### src/hdl/sapm_pkg.sv
// Shared constants and types for the serial audio pin mapping block
package sapm_pkg;
  // Pin mode encodings for each lane and fast clock pin
  typedef enum logic [1:0] {
    SAPM_PIN_OFF = 2'b00,
    SAPM_PIN_IN = 2'b01,
    SAPM_PIN_OUT = 2'b10,
    SAPM_PIN_FUNC = 2'b11
  } sapm_mode_t;
  localparam sapm_mode_t SAPM_MODE_RST = SAPM_PIN_OFF;
  localparam int SAPM_WORD_W = 24;
  localparam int SAPM_FIFO_D = 8;
  localparam int SAPM_CNT_W = 5;
  localparam logic [4:0] SAPM_LAST_BIT = 5'h17;
  localparam logic [7:0] SAPM_FAST_DIV = 8'h02;
  localparam int SAPM_PTR_W = 3;
endpackage

### src/hdl/sapm_fifo_if.sv
// Valid/ready carrier between the receive shifter and its FIFO
`timescale 1ns/1ps
interface sapm_fifo_if #(parameter int W = 24);
  logic valid;
  logic ready;
  logic [W-1:0] data;
  modport src (output valid, output data, input ready);
  modport dst (input valid, input data, output ready);
endinterface

### src/hdl/sapm_fifo.sv
// Small synchronous FIFO with valid/ready on both sides
`timescale 1ns/1ps
module sapm_fifo #(
  parameter int W = 24,
  parameter int D = 8,
  parameter int AW = 3
) (
  // Clock and reset
  input wire logic clk,
  input wire logic rst,
  // Fill side
  sapm_fifo_if.dst wr,
  // Drain side
  output logic rd_valid,
  input wire logic rd_ready,
  output logic [W-1:0] rd_data
);
  logic [W-1:0] mem_r [D];
  logic [AW:0] wp_r;
  logic [AW:0] rp_r;
  logic full;
  logic empty;
  // Pointers carry one extra wrap bit for honest full/empty
  assign empty = (wp_r == rp_r);
  assign full = (wp_r[AW] != rp_r[AW]) && (wp_r[AW-1:0] == rp_r[AW-1:0]);
  assign wr.ready = !full;
  // Write side
  always_ff @(posedge clk) begin
    if (rst) begin
      wp_r <= '0;
    end else if (wr.valid && !full) begin
      mem_r[wp_r[AW-1:0]] <= wr.data;
      wp_r <= wp_r + 1'b1;
    end
  end
  // Read side: data held in a register, advanced on handshake
  always_ff @(posedge clk) begin
    if (rst) begin
      rp_r <= '0;
      rd_valid <= 1'b0;
      rd_data <= '0;
    end else if (!rd_valid || rd_ready) begin
      rd_valid <= !empty;
      if (!empty) begin
        rd_data <= mem_r[rp_r[AW-1:0]];
        rp_r <= rp_r + 1'b1;
      end
    end
  end
endmodule

### src/hdl/sapm_top.sv
// Pin mapping of two serial audio units: lanes, port bits, fast clocks
//
// Summary of operation
// Lane two, as transmitter, shifts out of transmit shifter two.
// Lane three, as receiver, shifts sampled bits into receive shifter three.
// Lane one in function mode always drives from transmit shifter one.
// Lane zero in function mode always drives from transmit shifter zero.
// Unit a port pins each set as input, output or disconnected.
// Unit b port pins each set as input or disconnected; output mode drives the sample clock, not port_e_out.
// Reset puts every shared pin in disconnected port state.
// Receiver fast clock pin in function mode clocks unit b receiver.
// Receiver fast clock pin as output drives a sample clock.
// Transmitter fast clock pin in function mode clocks unit b transmitter.
// Transmitter fast clock pin as output drives a sample clock.
// Transmit frame sync direction follows the sync direction bit.
// Disconnected pin: driver off, input ignored.
`timescale 1ns/1ps
module sapm_top
  import sapm_pkg::*;
(
  // Clock and reset
  input wire logic clk,
  input wire logic rst,
  // Pin modes, lanes 0..3 of unit a, then unit b fast clocks and sync
  input wire logic [1:0] mode_lane_zero,
  input wire logic [1:0] mode_lane_one,
  input wire logic [1:0] mode_lane_two,
  input wire logic [1:0] mode_lane_three,
  input wire logic [1:0] mode_rx_fast,
  input wire logic [1:0] mode_tx_fast,
  input wire logic mode_sync_pin_on,
  input wire logic transmit_sync_direction_bit,
  // Port output values and read-back
  input wire logic [3:0] port_c_out,
  input wire logic [1:0] port_e_out,
  output logic [3:0] port_c_in,
  output logic [1:0] port_e_in,
  // Serial bit timing and transmit words
  input wire logic bit_tick,
  input wire logic [23:0] tx_word_zero,
  input wire logic [23:0] tx_word_one,
  input wire logic [23:0] tx_word_two,
  input wire logic tx_sync_int,
  // Received words out
  output logic rx_valid,
  input wire logic rx_ready,
  output logic [23:0] rx_word,
  output logic rx_overrun,
  // Clock edges that unit b uses
  output logic rx_clk_edge,
  output logic tx_clk_edge,
  // Lane pins 0..3: input, output, enable
  input wire logic [3:0] lane_i,
  output logic [3:0] lane_o,
  output logic [3:0] lane_oe,
  // Fast clock pins (0 receiver, 1 transmitter) and frame sync
  input wire logic [1:0] fast_i,
  output logic [1:0] fast_o,
  output logic [1:0] fast_oe,
  input wire logic sync_i,
  output logic sync_o,
  output logic sync_oe,
  output logic sync_in
);
  // ----------------------------------------------------------------
  // Input synchronisers
  // ----------------------------------------------------------------
  logic [6:0] meta_r;
  logic [6:0] pin_r;
  logic [1:0] fast_d_r;
  // Two flops before any logic looks at a pin
  always_ff @(posedge clk) begin
    if (rst) begin
      meta_r <= '0;
      pin_r <= '0;
    end else begin
      meta_r <= {sync_i, fast_i, lane_i};
      pin_r <= meta_r;
    end
  end

  function automatic logic is_mode(input logic [1:0] m, input sapm_mode_t v);
    return m == v;
  endfunction

  // ----------------------------------------------------------------
  // Port bit read-back
  // ----------------------------------------------------------------
  // A disconnected pin reads zero so it cannot disturb port logic
  always_ff @(posedge clk) begin
    if (rst) begin
      port_c_in <= '0;
      port_e_in <= '0;
    end else begin
      port_c_in[0] <= is_mode(mode_lane_zero, SAPM_PIN_IN) & pin_r[0];
      port_c_in[1] <= is_mode(mode_lane_one, SAPM_PIN_IN) & pin_r[1];
      port_c_in[2] <= is_mode(mode_lane_two, SAPM_PIN_IN) & pin_r[2];
      port_c_in[3] <= is_mode(mode_lane_three, SAPM_PIN_IN) & pin_r[3];
      port_e_in[0] <= is_mode(mode_rx_fast, SAPM_PIN_IN) & pin_r[4];
      port_e_in[1] <= is_mode(mode_tx_fast, SAPM_PIN_IN) & pin_r[5];
    end
  end

  // ----------------------------------------------------------------
  // Transmit shifters for lanes 0, 1, 2
  // ----------------------------------------------------------------
  logic [23:0] sh0_r;
  logic [23:0] sh1_r;
  logic [23:0] sh2_r;
  // Reload on frame sync, else shift MSB first on each bit tick
  always_ff @(posedge clk) begin
    if (rst) begin
      sh0_r <= '0;
      sh1_r <= '0;
      sh2_r <= '0;
    end else if (tx_sync_int) begin
      sh0_r <= tx_word_zero;
      sh1_r <= tx_word_one;
      sh2_r <= tx_word_two;
    end else if (bit_tick) begin
      sh0_r <= {sh0_r[22:0], 1'b0};
      sh1_r <= {sh1_r[22:0], 1'b0};
      sh2_r <= {sh2_r[22:0], 1'b0};
    end
  end

  // ----------------------------------------------------------------
  // Lane pin drivers
  // ----------------------------------------------------------------
  // Lanes 0, 1 and 2 have no receive option; FUNC means transmit
  always_ff @(posedge clk) begin
    if (rst) begin
      lane_o <= '0;
      lane_oe <= '0;
    end else begin
      lane_oe[0] <= is_mode(mode_lane_zero, SAPM_PIN_FUNC) |
                    is_mode(mode_lane_zero, SAPM_PIN_OUT);
      lane_o[0] <= is_mode(mode_lane_zero, SAPM_PIN_FUNC) ? sh0_r[23]
                                                          : port_c_out[0];
      lane_oe[1] <= is_mode(mode_lane_one, SAPM_PIN_FUNC) |
                    is_mode(mode_lane_one, SAPM_PIN_OUT);
      lane_o[1] <= is_mode(mode_lane_one, SAPM_PIN_FUNC) ? sh1_r[23]
                                                         : port_c_out[1];
      lane_oe[2] <= is_mode(mode_lane_two, SAPM_PIN_FUNC) |
                    is_mode(mode_lane_two, SAPM_PIN_OUT);
      lane_o[2] <= is_mode(mode_lane_two, SAPM_PIN_FUNC) ? sh2_r[23]
                                                         : port_c_out[2];
      // Lane three is a receiver in function mode, so only port drives
      lane_oe[3] <= is_mode(mode_lane_three, SAPM_PIN_OUT);
      lane_o[3] <= port_c_out[3];
    end
  end

  // ----------------------------------------------------------------
  // Receive shifter three and its FIFO
  // ----------------------------------------------------------------
  logic [23:0] rsh_r;
  logic [4:0] rcnt_r;
  logic rx_on;
  sapm_fifo_if #(.W(SAPM_WORD_W)) rxq ();
  assign rx_on = is_mode(mode_lane_three, SAPM_PIN_FUNC);
  // Word pushed after the last bit; a full FIFO drops it and flags
  always_ff @(posedge clk) begin
    if (rst || !rx_on || tx_sync_int) begin
      rsh_r <= '0;
      rcnt_r <= '0;
      rxq.valid <= 1'b0;
    end else begin
      // Push lasts one cycle: a full FIFO loses the word, no late write
      rxq.valid <= 1'b0;
      if (bit_tick) begin
        rsh_r <= {rsh_r[22:0], pin_r[3]};
        if (rcnt_r == SAPM_LAST_BIT) begin
          rcnt_r <= '0;
          rxq.valid <= 1'b1;
        end else begin
          rcnt_r <= rcnt_r + 1'b1;
        end
      end
    end
  end
  assign rxq.data = rsh_r;
  // Overrun is sticky until reset so lost words are never hidden
  always_ff @(posedge clk) begin
    if (rst) begin
      rx_overrun <= 1'b0;
    end else if (rxq.valid && !rxq.ready) begin
      rx_overrun <= 1'b1;
    end
  end
  sapm_fifo #(.W(SAPM_WORD_W), .D(SAPM_FIFO_D), .AW(SAPM_PTR_W)) u_fifo (
    .clk(clk),
    .rst(rst),
    .wr(rxq.dst),
    .rd_valid(rx_valid),
    .rd_ready(rx_ready),
    .rd_data(rx_word)
  );

  // ----------------------------------------------------------------
  // Fast clock pins of unit b
  // ----------------------------------------------------------------
  logic [7:0] div_r;
  logic fclk_r;
  // Divider gives the outgoing sample clock
  always_ff @(posedge clk) begin
    if (rst) begin
      div_r <= '0;
      fclk_r <= 1'b0;
    end else if (div_r == SAPM_FAST_DIV - 8'h01) begin
      div_r <= '0;
      fclk_r <= ~fclk_r;
    end else begin
      div_r <= div_r + 8'h01;
    end
  end
  // Edges of an incoming clock replace the core clock ticks
  always_ff @(posedge clk) begin
    if (rst) begin
      fast_d_r <= '0;
      rx_clk_edge <= 1'b0;
      tx_clk_edge <= 1'b0;
      fast_o <= '0;
      fast_oe <= '0;
    end else begin
      fast_d_r <= pin_r[5:4];
      rx_clk_edge <= is_mode(mode_rx_fast, SAPM_PIN_FUNC)
        ? (pin_r[4] & ~fast_d_r[0]) : 1'b1;
      tx_clk_edge <= is_mode(mode_tx_fast, SAPM_PIN_FUNC)
        ? (pin_r[5] & ~fast_d_r[1]) : 1'b1;
      fast_oe[0] <= is_mode(mode_rx_fast, SAPM_PIN_OUT);
      fast_o[0] <= fclk_r;
      fast_oe[1] <= is_mode(mode_tx_fast, SAPM_PIN_OUT);
      fast_o[1] <= fclk_r;
    end
  end

  // ----------------------------------------------------------------
  // Transmit frame sync pin
  // ----------------------------------------------------------------
  // Shared by transmitters and receivers in synchronous operation
  always_ff @(posedge clk) begin
    if (rst) begin
      sync_o <= 1'b0;
      sync_oe <= 1'b0;
      sync_in <= 1'b0;
    end else begin
      sync_oe <= mode_sync_pin_on & transmit_sync_direction_bit;
      sync_o <= tx_sync_int;
      sync_in <= mode_sync_pin_on & ~transmit_sync_direction_bit
                 & pin_r[6];
    end
  end
endmodule

### config.mk
export PLATFORM = sky130hd
export DESIGN_NAME = sapm_top
export DESIGN_NICKNAME = d
export VERILOG_FILES = /design/src/hdl/sapm_pkg.sv /design/src/hdl/sapm_fifo_if.sv /design/src/hdl/sapm_fifo.sv /design/src/hdl/sapm_top.sv
export SDC_FILE = /design/constraint.sdc
export NUM_CORES = 1
export LEC_CHECK = 0
export ABC_AREA = 1
export BUFFER_PORTS_ARGS = -buffer_cell sky130_fd_sc_hd__clkbuf_2
export CAP_MARGIN = 20
export CORE_MARGIN = 10
export CORE_UTILIZATION = 60
export DETAILED_ROUTE_END_ITERATION = 7
export PLACE_DENSITY = 0.83
export REMOVE_ABC_BUFFERS = 1
export SLEW_MARGIN = 20
export SYNTH_ARGS = -nofsm -noshare
export SYNTH_HDL_FRONTEND = slang
export SYNTH_SLANG_ARGS = --single-unit
### constraint.sdc
create_clock -name clk -period 5 [get_ports clk]
set_input_delay 0.75 -clock clk [delete_from_list [all_inputs] [get_ports clk]]
set_output_delay 0.75 -clock clk [all_outputs]
set_load 0.02 [all_outputs]
==> results.py <==
metrics = {
    "global_route": {
        "grt.total_usage_pct": 20.8,
        "antenna_found_initial": 0,
        "grt_overflow": 0,
        "grt_pass1_wl_um": 53500,
        "grt_pass1_vias": 11000,
        "grt_max_degree": 101,
    },
    "clocking": {
        "cts-root-buf": "clkbuf_16",
        "clkLatencyLatePin_ps": 530,
        "clk_pin_slew_ps": 60,
        "cts_buffers": 37,
        "holdBufCountCts": 0,
        "clkSinkCount": 375,
        "cts_max_path_buffers": 3,
        "cts_resized": 0,
        "cts_max_level": 2,
        "post_cts_buffers": 0,
        "cts_tree": "done",
    },
    "min_path": {
        "hold_class": "in2reg",
    },
    "synthesis": {
        "synthArstFlopShare_pct": 0,
        "ys_seq_area_share_pct": 63.2,
        "synth-xor-area-share_pct": 0.117,
        "synth-compound-area-share_pct": 5.82,
        "synth_top_family_by_area": "simple AND/OR/NAND/NOR gates",
        "yosys_warnings": 0,
        "synth_area_per_cell_um2": 9.16,
        "synth_ff_type": "edfxtp_1",
        "synthAdderAreaFrac_pct": 0.419,
        "netlist_area_um2": 14900,
        "yosysUniqueCellTypes": 36,
        "synthCells": 1630,
        "ys_seq_elements": 375,
        "synth-simple-area-share_pct": 23.0,
        "muxShareOfSynthArea_pct": 0,
        "synth_edf_count": 192,
    },
    "drt": {
        "drtPass1Iterations": 6,
        "drt-wirelength-per-cell_um": 16.1,
        "drc": 0,
        "route.antenna.remaining_nets": 0,
        "viasPerCell": 5.39,
        "drtIter0Drc": 1078,
        "totalWireLength_um": 33900,
        "num_vias": 11300,
    },
    "pwr": {
        "peakVddDrop_mv": 0.250,
        "p_leak_nw": 7.72,
        "p_per_area_nw_per_um2": 377,
    },
    "layout": {
        "num_antenna_cells": 0,
        "area_growth_pct": 15.2,
        "drive_gt1_share_pct": 15.1,
        "num-nets-final": 1862,
        "fill_cells": 1692,
    },
    "floorplanning": {
        "core_um2": 24400,
        "dieArea_um2": 31600,
        "io_pins": 153,
        "start_util_pct": 61.2,
        "die_h_um": 178,
        "die_w_um": 178,
        "num_rows": 57,
    },
    "place": {
        "dp_hpwl_um": 18400,
        "port-buffer-count": 150,
        "gp_congestion": 0.811,
    },
    "timing": {
        "slew_headroom_pct": 28.3,
        "min_period_ps": 2850,
        "timing.hold.ws_ps": 394,
        "setup_viol": 0,
        "drv_slew": 0,
        "tightestPinTransition_ps": 1080,
        "finClkSkew_ps": 8.85,
        "period_share_pct": 56.9,
        "max_freq_mhz": 351,
        "rsz0062_at_grt": "false",
        "hold_violations": 0,
        "tns_ps": 0,
    },
    "run_status": {
        "status": "completed",
    },
    "flow_run": {
        "cap_violations": 0,
    },
    "worst_setup_path": {
        "crit_type": "reg2reg",
        "required_ps": 5180,
        "worstPathArrival_ps": 3020,
        "crit_path_end_kind": "flop",
        "cp_max_fo": 30,
        "cp-start-kind": "flop",
    },
}
==> final timing paths <==
path,cells after the start,slack (ps),end,startpoint
worst max-delay path,8,2150,u_fifo.mem_r[4][4],u_fifo.rp_r[2]
worst max register to register,8,2150,u_fifo.mem_r[4][4],u_fifo.rp_r[2]
worst min register to register,2,400,pin_r[2],meta_r[2]
worst min-delay path,2,390,sync_in,transmit_sync_direction_bit
==> state kept, by name (all words and copies together) (netlist names), 5 cells and up <==
register        count
u_fifo.mem_r      192
rsh_r              24
sh0_r              24
sh1_r              24
sh2_r              24
u_fifo.rd_data     24
div_r               8
meta_r              7
pin_r               7
rcnt_r              5
==> cell usage after synthesis, types with 2 or more instances <==
cell	n	share of area, %
o211ai_1	8	0.40
clkbuf_1	39	0.98
nand2_1	522	13
buf_6	4	0.30
buf_2	23	0.77
nand4_1	5	0.21
or2_2	4	0.17
nor3_1	12	0.40
o21ai_0	45	1.5
edfxtp_1	192	39
nor2_1	119	3.0
nor4_1	2	0.084
a31oi_1	4	0.17
inv_2	10	0.25
a21oi_1	40	1.3
a22oi_1	21	1.1
ha_1	5	0.42
a21oi_2	3	0.18
nand3_1	161	5.4
nand2_2	3	0.13
nor2_2	3	0.13
o221ai_1	15	0.88
dfxtp_1	183	25
a32o_1	3	0.20
inv_1	173	4.3
buf_1	14	0.35
nor3b_1	2	0.10
buf_4	7	0.35
==> power by group <==
group	internal, W	leakage [nW]	switching, W
Combinational	0.0000882	3.45	0.000151
Sequential	0.00325	3.61	0.0000200
Clock	0.00183	0.652	0.00114
==> logic make-up after synthesis <==
| logic type | Yosys count |
|---|---|
| AOI/OAI and AO/OA | 141 |
| xor gates and xnor gates | 2 |
| adders and majority gates | 5 |
| buffers and inverters | 271 |
| DFF | 375 |
| and+or+nand+nor | 836 |
==> cells in the final DEF, fill, tap and decap left out, types with 3 or more instances in the layout <==
cell,n
clkbuf_16,40
buf_4,20
dfxtp_1,181
clkbuf_1,5
nor2_1,111
a21oi_1,40
nor2_2,11
a32o_1,3
nand2_1,522
a21oi_2,3
or2_2,4
o211ai_1,8
inv_1,173
o221ai_1,15
ha_1,5
inv_2,9
nand4_1,5
o21ai_0,45
clkbuf_8,4
nor3_1,12
a31oi_1,4
clkinv_2,8
edfxtp_1,192
nand2_2,3
a22oi_1,21
bufinv_16,6
nand3_1,161
clkbuf_2,150
==> metrics by stage <==
| step | setup WS (ps) | cells | power (W) | util, % | instance area [µm²] |
|---|---|---|---|---|---|
| detailed placement | 2190 | 2037 | 0.00357 | 65.0 | 15900 |
| finish | 2150 | 2106 | 0.00648 | 70.5 | 17200 |
| floorplan | 647 | 1542 | 0.00346 | - | 14500 |
| global placement | 2250 | 2037 | 0.00356 | 65.0 | 15900 |
| global route | 1930 | 2106 | 0.00665 | 70.5 | 17200 |
| CTS | 2150 | 2105 | 0.00650 | 70.4 | 17200 |
==> final cells by class <==
cell class | count | area (µm²) | area share, %
clock buffer | 49 | 1070 | 6.25
multi-input combinational | 984 | 4410 | 25.6
clock inverter | 19 | 255 | 1.48
inverter | 183 | 688 | 4.00
sequential | 375 | 9430 | 54.8
tap | 324 | 405 | 2.36
timing repair buffer | 172 | 936 | 5.44
==> worst max-delay path: stages (launching register included) <==
cell     delay [ps]
dfxtp_1         310
buf_4           400
inv_2           400
nand2_1         170
nand2_1          90
nand4_2         190
nand4_1         300
nor2_2          190
buf_4           380
==> layer usage <==
layer | share of wire, % | track usage (%) | vias up | routed length [µm]
met1 | 38 | 24.2 | 5233 | 12900
met2 | 51 | 36.3 | 493 | 17300
met3 | 7.3 | 3.70 | 99 | 2490
met5 | 0 | 0 | - | 0
met4 | 3.5 | 10.3 | 0 | 1180
li1 | - | - | 5518 | -
Note: power is estimated with default switching activity, not from simulation.
